### config.mk
export PLATFORM = sky130hd
export DESIGN_NAME = mdcr_regs
export DESIGN_NICKNAME = d
export VERILOG_FILES = /design/src/core/mdcr_pkg.sv /design/src/core/mdcr_regs.sv
export SDC_FILE = /design/constraint.sdc
export NUM_CORES = 1
export LEC_CHECK = 0
export ABC_AREA = 1
export BUFFER_PORTS_ARGS = -buffer_cell sky130_fd_sc_hd__buf_4
export CAP_MARGIN = 20
export CELL_PAD_IN_SITES_DETAIL_PLACEMENT = 1
export CELL_PAD_IN_SITES_GLOBAL_PLACEMENT = 2
export CORE_MARGIN = 8
export CORE_UTILIZATION = 24
export CTS_BUF_LIST = sky130_fd_sc_hd__clkbuf_4 sky130_fd_sc_hd__clkbuf_8 sky130_fd_sc_hd__clkbuf_16
export CTS_CLUSTER_DIAMETER = 200
export DETAILED_ROUTE_END_ITERATION = 6
export PLACE_DENSITY = 0.76
export SKIP_CTS_REPAIR_TIMING = 1
export SLEW_MARGIN = 20
export SYNTH_ARGS = -nofsm -noshare
export SYNTH_HDL_FRONTEND = slang
export SYNTH_SLANG_ARGS = --single-unit
### constraint.sdc
create_clock -name mclk -period 1.3 [get_ports mclk]
set_clock_uncertainty 0.05 [all_clocks]
set_input_delay 0.065 -clock mclk [delete_from_list [all_inputs] [get_ports mclk]]
set_output_delay 0.065 -clock mclk [all_outputs]
set_load 0.01 [all_outputs]
### src/core/mdcr_pkg.sv
// Package: register map, field positions, reset values and timing constants for the motor driver config slice
package mdcr_pkg;

    // ==========================================================
    // Register offsets
    localparam logic [7:0] OFS_INRUSH_HI  = 8'h0b;
    localparam logic [7:0] OFS_MODE_TIME  = 8'h0c;
    localparam logic [7:0] OFS_REPORT_BR  = 8'h0d;
    localparam logic [7:0] OFS_FAULT_CMD  = 8'h09;

    // ==========================================================
    // Reset values
    localparam logic [7:0] RST_INRUSH_HI  = 8'h00;
    localparam logic [7:0] RST_MODE_TIME  = 8'h63;
    localparam logic [7:0] RST_REPORT_BR  = 8'h38;

    // ==========================================================
    // Field positions, mode/timing register
    localparam int MT_CURRENT_REG_BEHAVIOUR_HI = 7;
    localparam int MT_CURRENT_REG_BEHAVIOUR_LO = 6;
    localparam int MT_STALL_RESPONSE_SELECT    = 5;
    localparam int MT_INTREF   = 4;
    localparam int MT_BLANK    = 3;
    localparam int MT_DEG      = 2;
    localparam int MT_OCP      = 1;
    localparam int MT_TSD      = 0;

    // Field positions, report/bridge register
    localparam int RB_RC_HI    = 7;
    localparam int RB_RC_LO    = 6;
    localparam int RB_STALL    = 5;
    localparam int RB_CBC      = 4;
    localparam int RB_BRIDGE_INPUT_MODE    = 3;
    localparam int RB_SRC      = 2;
    localparam int RB_IN1      = 1;
    localparam int RB_IN2      = 0;

    // Fault-clear command bit in its own register
    localparam int FC_CLEAR    = 1;

    // Regulation codes
    localparam logic [1:0] REG_FIXED_OFF = 2'h0;
    localparam logic [1:0] REG_CYCLE     = 2'h1;

    // ==========================================================
    // Timing, in ns, and derived cycle counts at 10 MHz
    localparam int CLK_NS         = 100;
    localparam int BLANK_LONG_NS  = 1800;
    localparam int BLANK_SHORT_NS = 1000;
    localparam int DEG_LONG_NS    = 2000;
    localparam int DEG_SHORT_NS   = 1000;
    localparam int BLANK_LONG_CYC  = (BLANK_LONG_NS + CLK_NS - 1) / CLK_NS;
    localparam int BLANK_SHORT_CYC = (BLANK_SHORT_NS + CLK_NS - 1) / CLK_NS;
    localparam int DEG_LONG_CYC    = (DEG_LONG_NS + CLK_NS - 1) / CLK_NS;
    localparam int DEG_SHORT_CYC   = (DEG_SHORT_NS + CLK_NS - 1) / CLK_NS;
    localparam int RETRY_CYC_DEF   = 10000;
    localparam int TIMER_W         = 16;

endpackage

### src/core/mdcr_regs.sv
// Configuration register slice of a brushed DC motor driver with fault and bridge control logic
// ==========================================================
// Functional notes
// Upper inrush blanking byte feeds 16-bit time
// Bits 7-6 select current regulation behaviour
// Bit 5 selects stall response
// Internal reference bit fixes reference internally
// Blanking 1.8 us or 1.0 us
// Deglitch 2 us or 1 us
// Overcurrent response zero latches outputs off
// Overcurrent response one retries after interval
// Thermal latch or auto resume after hysteresis
// Bits 7-6 select ripple count reporting
// Stall report drives fault output low
// Cycle mode reports regulation when enabled
// Input mode: phase/enable or PWM
// Control source: pins or register bits
// Register inputs ignored unless source set
// Fault clear command clears latches, self-clears
// Code 01 cycle, 00 fixed off-time
// Reads return written values; reset defaults
module mdcr_regs #(
    parameter int RETRY_CYC = mdcr_pkg::RETRY_CYC_DEF
) (
    // Clock and reset
    input  wire logic       mclk,
    input  wire logic       rst_n,
    // Register port
    input  wire logic       reg_wr,
    input  wire logic       reg_rd,
    input  wire logic [7:0] reg_addr,
    input  wire logic [7:0] reg_wdata,
    output logic      [7:0] reg_rdata,
    // Bridge input pins
    input  wire logic       pin_in1,
    input  wire logic       pin_in2,
    // Events from analog side
    input  wire logic       ocp_event,
    input  wire logic       tsd_active,
    input  wire logic       stall_detect,
    input  wire logic       in_cur_reg,
    input  wire logic       ripple_over,
    // Configuration outputs
    output logic [15:0]     inrush_blank_time,
    output logic [7:0]      inrush_blank_high_byte,
    output logic [1:0]      current_reg_behaviour,
    output logic            stall_response_select,
    output logic            int_ref_select,
    output logic [7:0]      sense_blank_cycles,
    output logic [7:0]      deglitch_cycles,
    output logic [1:0]      ripple_count_report,
    output logic            cycle_mode_active,
    output logic            fixed_off_active,
    // Bridge outputs
    output logic            bridge_input_mode,
    output logic            bridge_in1,
    output logic            bridge_in2,
    output logic            outputs_enable,
    // Fault pin
    output logic            fault_out_n,
    output logic            fault_out_oe
);

    localparam int TIMER_W_L = mdcr_pkg::TIMER_W;

    logic [7:0]  inrush_hi_r;
    logic [7:0]  mode_time_r;
    logic [7:0]  report_br_r;
    logic [7:0]  inrush_lo_in;
    logic        ocp_latch_r;
    logic        tsd_latch_r;
    logic        retry_busy_r;
    logic [TIMER_W_L-1:0] retry_cnt_r;
    logic        clear_pulse;
    logic        fault_low;

    function automatic logic hit(input logic [7:0] a, input logic [7:0] ofs);
        hit = (a == ofs);
    endfunction

    // ==========================================================
    // Register writes
    always_ff @(posedge mclk) begin
        if (!rst_n) begin
            inrush_hi_r <= mdcr_pkg::RST_INRUSH_HI;
            mode_time_r <= mdcr_pkg::RST_MODE_TIME;
            report_br_r <= mdcr_pkg::RST_REPORT_BR;
        end else if (reg_wr) begin
            if (hit(reg_addr, mdcr_pkg::OFS_INRUSH_HI)) begin
                inrush_hi_r <= reg_wdata;
            end
            if (hit(reg_addr, mdcr_pkg::OFS_MODE_TIME)) begin
                mode_time_r <= reg_wdata;
            end
            if (hit(reg_addr, mdcr_pkg::OFS_REPORT_BR)) begin
                report_br_r <= reg_wdata;
            end
        end
    end

    // Command bit is a write strobe only; it reads back as zero
    assign clear_pulse = reg_wr && hit(reg_addr, mdcr_pkg::OFS_FAULT_CMD)
                         && reg_wdata[mdcr_pkg::FC_CLEAR];

    // ==========================================================
    // Read data
    always_ff @(posedge mclk) begin
        if (!rst_n) begin
            reg_rdata <= 8'h00;
        end else if (reg_rd) begin
            case (reg_addr)
                mdcr_pkg::OFS_INRUSH_HI: reg_rdata <= inrush_hi_r;
                mdcr_pkg::OFS_MODE_TIME: reg_rdata <= mode_time_r;
                mdcr_pkg::OFS_REPORT_BR: reg_rdata <= report_br_r;
                default:                 reg_rdata <= 8'h00;
            endcase
        end
    end

    // ==========================================================
    // Configuration decode
    // Lower inrush byte lives elsewhere; it enters as zero here
    assign inrush_lo_in           = 8'h00;
    assign inrush_blank_high_byte = inrush_hi_r;
    assign inrush_blank_time      = {inrush_hi_r, inrush_lo_in};
    assign current_reg_behaviour  = mode_time_r[mdcr_pkg::MT_CURRENT_REG_BEHAVIOUR_HI:mdcr_pkg::MT_CURRENT_REG_BEHAVIOUR_LO];
    assign stall_response_select  = mode_time_r[mdcr_pkg::MT_STALL_RESPONSE_SELECT];
    assign int_ref_select         = mode_time_r[mdcr_pkg::MT_INTREF];
    assign sense_blank_cycles     = mode_time_r[mdcr_pkg::MT_BLANK] ?
                                    8'(mdcr_pkg::BLANK_SHORT_CYC) : 8'(mdcr_pkg::BLANK_LONG_CYC);
    assign deglitch_cycles        = mode_time_r[mdcr_pkg::MT_DEG] ?
                                    8'(mdcr_pkg::DEG_SHORT_CYC) : 8'(mdcr_pkg::DEG_LONG_CYC);
    assign ripple_count_report    = report_br_r[mdcr_pkg::RB_RC_HI:mdcr_pkg::RB_RC_LO];
    assign cycle_mode_active      = (current_reg_behaviour == mdcr_pkg::REG_CYCLE);
    assign fixed_off_active       = (current_reg_behaviour == mdcr_pkg::REG_FIXED_OFF);

    // ==========================================================
    // Bridge control
    assign bridge_input_mode = report_br_r[mdcr_pkg::RB_BRIDGE_INPUT_MODE];
    // Register bits only reach the bridge while the source bit selects them
    assign bridge_in1 = report_br_r[mdcr_pkg::RB_SRC] ? report_br_r[mdcr_pkg::RB_IN1] : pin_in1;
    assign bridge_in2 = report_br_r[mdcr_pkg::RB_SRC] ? report_br_r[mdcr_pkg::RB_IN2] : pin_in2;

    // ==========================================================
    // Overcurrent: latch or auto-retry
    always_ff @(posedge mclk) begin
        if (!rst_n) begin
            ocp_latch_r <= 1'b0;
        end else if (ocp_event && !mode_time_r[mdcr_pkg::MT_OCP]) begin
            ocp_latch_r <= 1'b1;
        end else if (clear_pulse) begin
            ocp_latch_r <= 1'b0;
        end
    end

    always_ff @(posedge mclk) begin
        if (!rst_n) begin
            retry_busy_r <= 1'b0;
            retry_cnt_r  <= '0;
        end else if (ocp_event && mode_time_r[mdcr_pkg::MT_OCP]) begin
            retry_busy_r <= 1'b1;
            retry_cnt_r  <= TIMER_W_L'(RETRY_CYC - 1);
        end else if (retry_busy_r) begin
            if (retry_cnt_r == '0) begin
                retry_busy_r <= 1'b0;
            end else begin
                retry_cnt_r <= retry_cnt_r - 1'b1;
            end
        end
    end

    // ==========================================================
    // Overtemperature: latch, or follow the hysteresis-cleared indication
    always_ff @(posedge mclk) begin
        if (!rst_n) begin
            tsd_latch_r <= 1'b0;
        end else if (tsd_active && !mode_time_r[mdcr_pkg::MT_TSD]) begin
            tsd_latch_r <= 1'b1;
        end else if (clear_pulse) begin
            tsd_latch_r <= 1'b0;
        end
    end

    assign outputs_enable = !(ocp_latch_r || retry_busy_r || tsd_latch_r
                              || (tsd_active && mode_time_r[mdcr_pkg::MT_TSD]));

    // ==========================================================
    // Fault output, open drain: drives low only
    assign fault_low = (report_br_r[mdcr_pkg::RB_STALL] && stall_detect)
                    || (cycle_mode_active && report_br_r[mdcr_pkg::RB_CBC] && in_cur_reg)
                    || (ripple_count_report != 2'h0 && ripple_over)
                    || ocp_latch_r || tsd_latch_r;

    always_ff @(posedge mclk) begin
        if (!rst_n) begin
            fault_out_oe <= 1'b0;
        end else begin
            fault_out_oe <= fault_low;
        end
    end
    assign fault_out_n = 1'b0;

    // ==========================================================
    // Checks
    chk_src_pins: assert property (@(posedge mclk) disable iff (!rst_n)
        !report_br_r[mdcr_pkg::RB_SRC] |-> (bridge_in1 == pin_in1 && bridge_in2 == pin_in2))
        else $error("bridge not following pins");
    chk_ocp_latch: assert property (@(posedge mclk) disable iff (!rst_n)
        (ocp_event && !mode_time_r[mdcr_pkg::MT_OCP]) |=> (!outputs_enable && ocp_latch_r))
        else $error("overcurrent did not latch off");
    chk_ocp_retry: assert property (@(posedge mclk) disable iff (!rst_n)
        (ocp_event && mode_time_r[mdcr_pkg::MT_OCP]) |=> !outputs_enable)
        else $error("overcurrent retry did not disable");
    chk_clear_cmd: assert property (@(posedge mclk) disable iff (!rst_n)
        (clear_pulse && !ocp_event && !tsd_active) |=> (!ocp_latch_r && !tsd_latch_r))
        else $error("fault clear failed");
    chk_stall_report: assert property (@(posedge mclk) disable iff (!rst_n)
        (stall_detect && report_br_r[mdcr_pkg::RB_STALL]) |=> fault_out_oe)
        else $error("stall not reported");
    chk_cycle_reg_report: assert property (@(posedge mclk) disable iff (!rst_n)
        (in_cur_reg && cycle_mode_active && report_br_r[mdcr_pkg::RB_CBC]) |=> fault_out_oe)
        else $error("cycle regulation not reported");
    chk_blank_time: assert property (@(posedge mclk) disable iff (!rst_n)
        sense_blank_cycles == (mode_time_r[mdcr_pkg::MT_BLANK] ? 8'd10 : 8'd18))
        else $error("blanking count wrong");
    chk_deg_time: assert property (@(posedge mclk) disable iff (!rst_n)
        deglitch_cycles == (mode_time_r[mdcr_pkg::MT_DEG] ? 8'd10 : 8'd20))
        else $error("deglitch count wrong");
    chk_readback: assert property (@(posedge mclk) disable iff (!rst_n)
        (reg_rd && reg_addr == mdcr_pkg::OFS_REPORT_BR) |=> reg_rdata == $past(report_br_r))
        else $error("readback mismatch");

    // ==========================================================
    // Field checks: each of the six directly mapped field outputs must follow the byte last written
    chk_inrush_byte: assert property (@(posedge mclk) disable iff (!rst_n)
        (reg_wr && reg_addr == mdcr_pkg::OFS_INRUSH_HI)
        |=> inrush_blank_high_byte == $past(reg_wdata))
        else $error("inrush byte not taken");
    chk_current_reg_behaviour_field: assert property (@(posedge mclk) disable iff (!rst_n)
        (reg_wr && reg_addr == mdcr_pkg::OFS_MODE_TIME)
        |=> current_reg_behaviour == $past(reg_wdata[mdcr_pkg::MT_CURRENT_REG_BEHAVIOUR_HI:mdcr_pkg::MT_CURRENT_REG_BEHAVIOUR_LO]))
        else $error("regulation field not taken");
    chk_stall_response_select_bit: assert property (@(posedge mclk) disable iff (!rst_n)
        (reg_wr && reg_addr == mdcr_pkg::OFS_MODE_TIME)
        |=> stall_response_select == $past(reg_wdata[mdcr_pkg::MT_STALL_RESPONSE_SELECT]))
        else $error("stall response bit not taken");
    chk_intref_bit: assert property (@(posedge mclk) disable iff (!rst_n)
        (reg_wr && reg_addr == mdcr_pkg::OFS_MODE_TIME)
        |=> int_ref_select == $past(reg_wdata[mdcr_pkg::MT_INTREF]))
        else $error("reference bit not taken");
    chk_rc_field: assert property (@(posedge mclk) disable iff (!rst_n)
        (reg_wr && reg_addr == mdcr_pkg::OFS_REPORT_BR)
        |=> ripple_count_report == $past(reg_wdata[mdcr_pkg::RB_RC_HI:mdcr_pkg::RB_RC_LO]))
        else $error("ripple report field not taken");
    chk_bridge_input_mode_bit: assert property (@(posedge mclk) disable iff (!rst_n)
        (reg_wr && reg_addr == mdcr_pkg::OFS_REPORT_BR)
        |=> bridge_input_mode == $past(reg_wdata[mdcr_pkg::RB_BRIDGE_INPUT_MODE]))
        else $error("input mode bit not taken");
    // Unmapped offsets are reserved: a stray write must leave every register alone
    chk_wr_unmapped: assert property (@(posedge mclk) disable iff (!rst_n)
        (reg_wr && reg_addr != mdcr_pkg::OFS_INRUSH_HI && reg_addr != mdcr_pkg::OFS_MODE_TIME
         && reg_addr != mdcr_pkg::OFS_REPORT_BR)
        |=> ($stable(inrush_hi_r) && $stable(mode_time_r) && $stable(report_br_r)))
        else $error("stray write changed a register");
    chk_reset_vals: assert property (@(posedge mclk) disable iff (!rst_n)
        $rose(rst_n) |-> (mode_time_r == mdcr_pkg::RST_MODE_TIME
                          && report_br_r == mdcr_pkg::RST_REPORT_BR))
        else $error("reset values wrong");

    // ==========================================================
    // Bridge and fault checks
    chk_src_regs: assert property (@(posedge mclk) disable iff (!rst_n)
        report_br_r[mdcr_pkg::RB_SRC]
        |-> (bridge_in1 == report_br_r[mdcr_pkg::RB_IN1] && bridge_in2 == report_br_r[mdcr_pkg::RB_IN2]))
        else $error("bridge not following register bits");
    // A latched fault must survive until the clear command arrives
    chk_ocp_hold: assert property (@(posedge mclk) disable iff (!rst_n)
        (ocp_latch_r && !clear_pulse) |=> ocp_latch_r)
        else $error("overcurrent latch dropped");
    chk_retry_end: assert property (@(posedge mclk) disable iff (!rst_n)
        (retry_busy_r && retry_cnt_r == '0 && !ocp_event)
        |=> !retry_busy_r)
        else $error("retry did not end");
    chk_tsd_auto: assert property (@(posedge mclk) disable iff (!rst_n)
        (tsd_active && mode_time_r[mdcr_pkg::MT_TSD]) |-> !outputs_enable)
        else $error("thermal auto mode left outputs on");
    chk_tsd_latch: assert property (@(posedge mclk) disable iff (!rst_n)
        (tsd_active && !mode_time_r[mdcr_pkg::MT_TSD]) |=> tsd_latch_r)
        else $error("thermal event did not latch");
    chk_cmd_zero: assert property (@(posedge mclk) disable iff (!rst_n)
        (reg_rd && reg_addr == mdcr_pkg::OFS_FAULT_CMD) |=> reg_rdata == 8'h00)
        else $error("clear command read back nonzero");
    chk_ripple_rep: assert property (@(posedge mclk) disable iff (!rst_n)
        (ripple_over && ripple_count_report != 2'h0) |=> fault_out_oe)
        else $error("ripple not reported");
    // Pin must release once no source asks for it, or the host sees a phantom fault
    chk_fault_idle: assert property (@(posedge mclk) disable iff (!rst_n)
        (!stall_detect && !in_cur_reg && !ripple_over && !ocp_latch_r && !tsd_latch_r)
        |=> !fault_out_oe)
        else $error("fault pin held without cause");

endmodule

==> summary.txt, run 1 <==
Outcome
  – Status: complete, but fails checks
  – Failing checks: hold timing, setup timing

Drt
  – 1st-pass router iterations: 4
  – Vias: 2892
  – Vias/cell: 4.422
  – # DRC: 0
  – Final WL: slightly below 10 mm
  – ANT nets after route: 0
  – Number of DRC markers in iteration 0: between 100 and 150
  – DR WL/cell: approximately 15 um

CTS
  – Root Buffer: clkbuf_16
  – Max Root-Sink Buffers: 2
  – H-tree depth: 2
  – TritonCTS clock tree: built
  – Sink Count: between 50 and 60
  – Skew-Pair Late Insertion Delay: about 300 ps
  – CTS clk-pin slew, worst paths: approximately 80 ps
  – Clock buffer count from CTS: 5

Yosys
  – Most common library cells after synthesis: 82 x nand2_1, 52 x dfxtp_1, 52 x nand3_1, 43 x inv_1, 38 x nor2_1
  – Post-Synth Adder-Cell Area: less than 1%
  – Leading area contributor after synthesis: dfxtp_1
  – Yosys top cell area share: a little under two fifths
  – Most area-consuming cells after synthesis: dfxtp_1 37%, nand2_1 11%, buf_4 9.8%
  – Syn Area/Cell: roughly 6.9 um^2
  – Post-synth cell types: 33
  – Post-synthesis instance total: approximately 400
  – Top-count cell post-synth: nand2_1
  – Mapped cell area: around 2800 um^2
  – Largest family of logic cells by synthesized area: simple AND/OR/NAND/NOR gates
  – Mux cell area share after synthesis: 0%
  – Synth Area in Compound Gates: between 10% and 20%
  – Post-synth top flop: dfxtp_1
  – Ys async rst share: 0%
  – Sequential share of the synthesized area: between 30% and 40%
  – Ys Warns: 0
  – Register bit total from synthesis: 52
  – Post-Synth XOR/XNOR Area: 1.236%
  – Number of synthesized flops with an enable pin: 0
  – Synth Area in Simple Gates: roughly 31%

Worst setup path
  – Reg2reg path depth: 11
  – Crit path capture type: flip-flop
  – R2r endpoint: retry_cnt_r[10]
  – Worst R2R Start: retry_cnt_r[1]
  – Worst EP arrival: approximately 1600 ps
  – Crit path kind: flip-flop to flip-flop
  – Max FO, Critical Path: 5
  – R2r setup slk: -160 ps
  – Worst EP required: roughly 1400 ps
  – Worst setup SP type: flip-flop

Pwr
  – Pwr dens: about 950 nW/um^2
  – Tot Pwr: roughly 4 mW
  – Worst vdd ir: 0.0004905 V
  – Leak pwr: between 1.5 and 2 nW

Placed design
  – GPL Wtd Cong: slightly below 0.8
  – Inst Count DP: around 630
  – Post-detail-place hpwl: 7.229 mm
  – Port Buf Inserts: between 60 and 70

Timing
  – Max-slew violations: 0
  – Final setup viols: 18
  – Hold Violations, Final: 1
  – Max Fclk: around 700 MHz
  – Worst setup margin: -162.5 ps
  – Worst hold margin: -12.94 ps
  – Total negative slack: -2031 ps
  – Period minus WS final: 1462 ps
  – Tcrit/Tclk final: 112.5%
  – RSZ-0062 raised after global routing: true

Cells and area
  – Multi-input logic area: roughly 1600 um^2
  – Area delta synth->final: 47.79%
  – Layout cells sized above 1: between 30% and 40%
  – # fillers: ~1400
  – ANT cells: 0
  – Nets: ~540
  – Post-route insts no fill: 654
  – Final Util: 36.54%
  – FF+latch area: about 1100 um^2

Global route
  – Largest net degree at the start of global routing: 28
  – Initial antenna violation count: 0
  – Overall routing resource usage: approximately an eighth
  – Vias in the first global route: approximately 3000
  – Grt ovf: 0
  – First-pass GRT wire length: around 15 mm

Worst hold path
  – Hold worst-path end: mode_time_r[6]
  – Hold path depth: 3
  – Hold WC Path Type: primary input to flip-flop
  – Hold Startpoint: reg_wdata[6]

Die
  – Initial Util: between 20% and 30%
  – Top Ports: 89
  – Die H: ~120 um
  – Die X: roughly 120 um
  – Core Area: 11470 um^2
  – Die ar.: around 16000 um^2
  – Rows: 39

Job
  – Max Cap Viol: 0
## critical path, cell delays in order, from the launching register on
cell and delay, ps:
dfxtp_4 380, inv_4 40, ha_4 160, nand2_4 80, nor2_4 50, nand2_4 110, buf_8 150, nand3_4 80
nand2_2 70, nand3_2 80, nand2_1 80, inv_1 40
## routing by layer
layer | routed length (um) | vias up | share of wire, % | track usage, %
met3 | 350 | 8 | 3.6 | 2.426
met2 | 5137 | 53 | 52 | 21.06
li1 | - | 1471 | - | -
met5 | 0 | - | 0 | 0
met1 | 4273 | 1360 | 44 | 13.89
met4 | 56 | 0 | 0.57 | 1.914
## flip-flops by register name (all words and copies together) (netlist names)
name	cells
retry_cnt_r	16
inrush_blank_high_byte	8
mode_time_r	8
reg_rdata	8
report_br_r	8
fault_out_oe	1
ocp_latch_r	1
retry_busy_r	1
tsd_latch_r	1
## how the worst max path moves through the flow
stage / cells after the start / end / slack (ps) / from
after global placement: 8 / retry_cnt_r[11] / -260 / retry_cnt_r[2]
after detailed placement: 8 / retry_cnt_r[11] / -270 / retry_cnt_r[1]
after global routing: 8 / retry_cnt_r[11] / -240 / retry_cnt_r[3]
after floorplan: 9 / retry_cnt_r[3] / -30 / retry_cnt_r[0]
final: 11 / retry_cnt_r[10] / -160 / retry_cnt_r[1]
after CTS: 4 / outputs_enable / -400 / retry_busy_r
## stage by stage
stage                     cell area (um^2)  setup WS [ps]
final                                 4190         -162.5
after global routing                  4190         -235.5
after CTS                             3807         -397.0
after detailed placement              3636         -268.3
after global placement                3636         -262.2
after floorplan                       2923         -30.76
## area by class of cell
cell class                 count  area share, %
multi-input combinational    279          37.65
sequential                    52          25.17
timing repair buffer         126          24.54
inverter                      46          4.270
tap                          143          4.270
clock buffer                   6          3.165
clock inverter                 2         0.9256
## power by group
group	internal [mW]	switching, mW	total (mW)	leakage, nW
Clock	0.940	0.651	1.59	0.0849
Sequential	1.62	0.0344	1.66	0.425
Combinational	0.341	0.409	0.749	1.35
## kinds of logic (layout without fill, tap and decap cells)
group / count (synthesis) / in the layout
other: 2 / 19
adder cells (fa/ha/maj): 1 / 1
flip-flops: 52 / 52
AO/OA/AOI/OAI: 66 / 66
buffers and inverters: 95 / 180
AND/OR/NAND/NOR: 189 / 189
XOR/XNOR: 4 / 4
## layout by cell type (no fill, tap or decap), drive strengths merged, types with 3 or more instances in the layout
cell	synthesis	layout
xor2	3	3
dlygate4sd3	0	6
nand2	83	83
buf	43	120
nand4	7	7
conb	2	19
dfxtp	52	52
a21oi	36	36
inv	44	45
nor3	3	3
clkbuf	6	6
o21ai	23	23
nand3	56	56
nor2	39	39
Note: power is estimated with default switching activity, not from simulation.
==> run 2: changes to the inputs <==
--- a/config.mk
+++ b/config.mk
@@ -16,6 +16,7 @@
 export CTS_CLUSTER_DIAMETER = 200
 export DETAILED_ROUTE_END_ITERATION = 6
 export PLACE_DENSITY = 0.76
+export REMOVE_ABC_BUFFERS = 1
 export SKIP_CTS_REPAIR_TIMING = 1
 export SLEW_MARGIN = 20
 export SYNTH_ARGS = -nofsm -noshare
==> constraint.sdc (replaced) <==
create_clock -name mclk -period 1.3 [get_ports mclk]
set_clock_uncertainty 0.05 [all_clocks]
set_input_delay 0.13 -clock mclk [delete_from_list [all_inputs] [get_ports mclk]]
set_output_delay 0.13 -clock mclk [all_outputs]
set_load 0.01 [all_outputs]
==> run 2 against run 1 <==
The run ends with setup timing left. Clock-buffer cell count shrank 1. Wire length is 1.6% higher. Via count increased by 2.8%. Register-to-register slack worse by 40 ps. Sequential power about the same. Fmax decreased by 2.5%. Worst hold slack better by 14 ps. Critical endpoint is now retry_cnt_r[6].
==> summary.txt, run 2 (synthesis results as in run 1) <==
CTS
  – Skew-Pair Late Insertion Delay: 290 ps (was 300 ps)
  – TritonCTS clock tree: built (unchanged)
  – Max Root-Sink Buffers: 2 (unchanged)
  – Root Buffer: clkbuf_16 (unchanged)
  – H-tree depth: 2 (unchanged)
  – Clock buffer count from CTS: 5 (unchanged)
  – Sink Count: 52 (unchanged)
  – CTS clk-pin slew, worst paths: 80 ps (about the same)

Cells and area
  – Most common cell after layout, fill and taps aside: buf_4 (unchanged)
  – ANT cells: 0 (unchanged)
  – Nets: 538 (unchanged)
  – Largest register by flop count: retry_cnt_r (unchanged)
  – Most frequent cells in the layout: 116 x buf_4, 67 x nand2_1, 47 x nand3_1 (was 110 x buf_4, 72 x nand2_1, 45 x nand3_1, 45 x dfxtp_1, 38 x inv_1)
  – Area delta synth->final: 48.68% (was 47.79%)
  – Largest register FFs: 16 (unchanged)
  – Layout cells sized above 1: 41.29% (was 37.57%)

Drt
  – DR WL/cell: 15.26 um (was 15.01 um)
  – Number of DRC markers in iteration 0: 83 (was 124)
  – # DRC: 0 (unchanged)
  – Final WL: 9.979 mm (was 9.818 mm)
  – Vias/cell: 4.544 (was 4.422)
  – 1st-pass router iterations: 4 (unchanged)
  – Vias: 2972 (was 2892)
  – ANT nets after route: 0 (unchanged)

Timing
  – RSZ-0062 raised after global routing: true (unchanged)
  – Total negative slack: -2002 ps (was -2031 ps)
  – Period minus WS final: 1499 ps (was 1462 ps)
  – Max Fclk: 666.9 MHz (was 683.8 MHz)
  – Tcrit/Tclk final: 115.3% (was 112.5%)
  – Final setup viols: 18 (unchanged)
  – Worst hold margin: 0.8790 ps (was -12.94 ps)
  – Hold Violations, Final: 0 (was 1)
  – Max-slew violations: 0 (unchanged)
  – Worst setup margin: -199.5 ps (was -162.5 ps)

Placed design
  – Port Buf Inserts: 69 (unchanged)
  – Post-detail-place hpwl: 7.481 mm (was 7.229 mm)
  – GPL Wtd Cong: 0.7826 (was 0.7810)

Global route
  – Initial antenna violation count: 0 (unchanged)
  – Grt ovf: 0 (unchanged)
  – Overall routing resource usage: 11.70% (was 11.64%)
  – Largest net degree at the start of global routing: 28 (unchanged)
  – Vias in the first global route: 3162 (was 3023)
  – First-pass GRT wire length: 15.27 mm (was 15.44 mm)

Job
  – Max Cap Viol: 0 (unchanged)

Worst setup path
  – Crit path kind: flip-flop to flip-flop (unchanged)
  – Worst path slowest cell: dfxtp_2 (was dfxtp_4)
  – Max FO, Critical Path: 5 (unchanged)
  – Crit path capture type: flip-flop (unchanged)
  – Worst EP arrival: 1650 ps (was 1610 ps)
  – Crit-path max cell delay: 340 ps (was 380 ps)
  – R2r setup slk: -200 ps (was -160 ps)
  – Worst setup SP type: flip-flop (unchanged)
  – Worst EP required: 1450 ps (was 1440 ps)
  – Top cell by count, worst path: nand2_4 (unchanged)
  – Critical-path cell list: inv_2, ha_4, nand2_4, nor2_4, nand2_4, nand2_4, buf_4, o21ai_1, a21oi_1 (was inv_4, ha_4, nand2_4, nor2_4, nand2_4, buf_8, nand3_4, nand2_2, nand3_2, nand2_1, inv_1)

Outcome
  – Failing checks: setup timing (was hold timing, setup timing)
  – Status: complete, but fails checks (unchanged)

Pwr
  – Leak pwr: 1.885 nW (was 1.865 nW)
  – Worst vdd ir: 0.0005441 V (was 0.0004905 V)
  – Tot Pwr: 3.828 mW (was 3.999 mW)
  – Pwr dens: 908.2 nW/um^2 (was 954.4 nW/um^2)

Die
  – Core Area: 11470 um^2 (unchanged)
  – Top Ports: 89 (unchanged)
  – Die H: 124.7 um (unchanged)
  – Die ar.: 15550 um^2 (unchanged)
  – Rows: 39 (unchanged)
  – Die X: 124.7 um (unchanged)
  – Initial Util: 24.72% (unchanged)

Worst hold path
  – Hold WC Path Type: primary input to flip-flop (unchanged)
run 2: critical path, delay by kind of cell (launching register included):
kind / cells / cell delay (ps)
simple gates: 4 / 390
flops: 1 / 340
compound gates: 2 / 270
buf+inv: 2 / 210
fa+ha+maj: 1 / 160
run 2: cell type report:
| class | instances | area (um^2) |
|---|---|---|
| multi-input cells | 279 | 1665 |
| inverters | 46 | 173.9 |
| clock buffers | 5 | 125.1 |
| flip-flops and latches | 52 | 1066 |
| clock inverters | 3 | 22.52 |
| well taps | 143 | 178.9 |
| fillers | 1437 | 7252 |
| repair buffers | 126 | 983.4 |
run 2: final timing paths:
check | start | depth (start not counted) | endpoint
hold reg to reg | reg_rdata[3] | 2 | reg_rdata[3]
hold / removal | reg_wdata[5] | 3 | report_br_r[5]
setup / recovery | retry_cnt_r[1] | 9 | retry_cnt_r[6]
setup reg to reg | retry_cnt_r[1] | 9 | retry_cnt_r[6]
run 2: report_power, final:
part,internal [mW],switching [mW]
sequential,1.62,0.0415
combinational,0.361,0.427
clock,0.723,0.654
total,2.71,1.12
run 2: through the flow:
stage          util [%]  cell area, um^2  worst slack (ps)  cells
6_report          36.76             4215            -199.5    654
5_1_grt           36.76             4215            -259.5    654
4_1_cts           32.86             3769            -322.1    646
3_5_place_dp      31.58             3621            -290.7    638
3_3_place_gp      31.58             3621            -180.3    638
2_1_floorplan         -             2556            -378.9    377
run 2: metal layers:
layer	vias up	track usage (%)	routed length, um
met3	4	3.830	547
met1	1423	13.04	4219
met5	-	0	0
met4	0	1.701	59
met2	74	21.41	5152
li1	1471	-	-
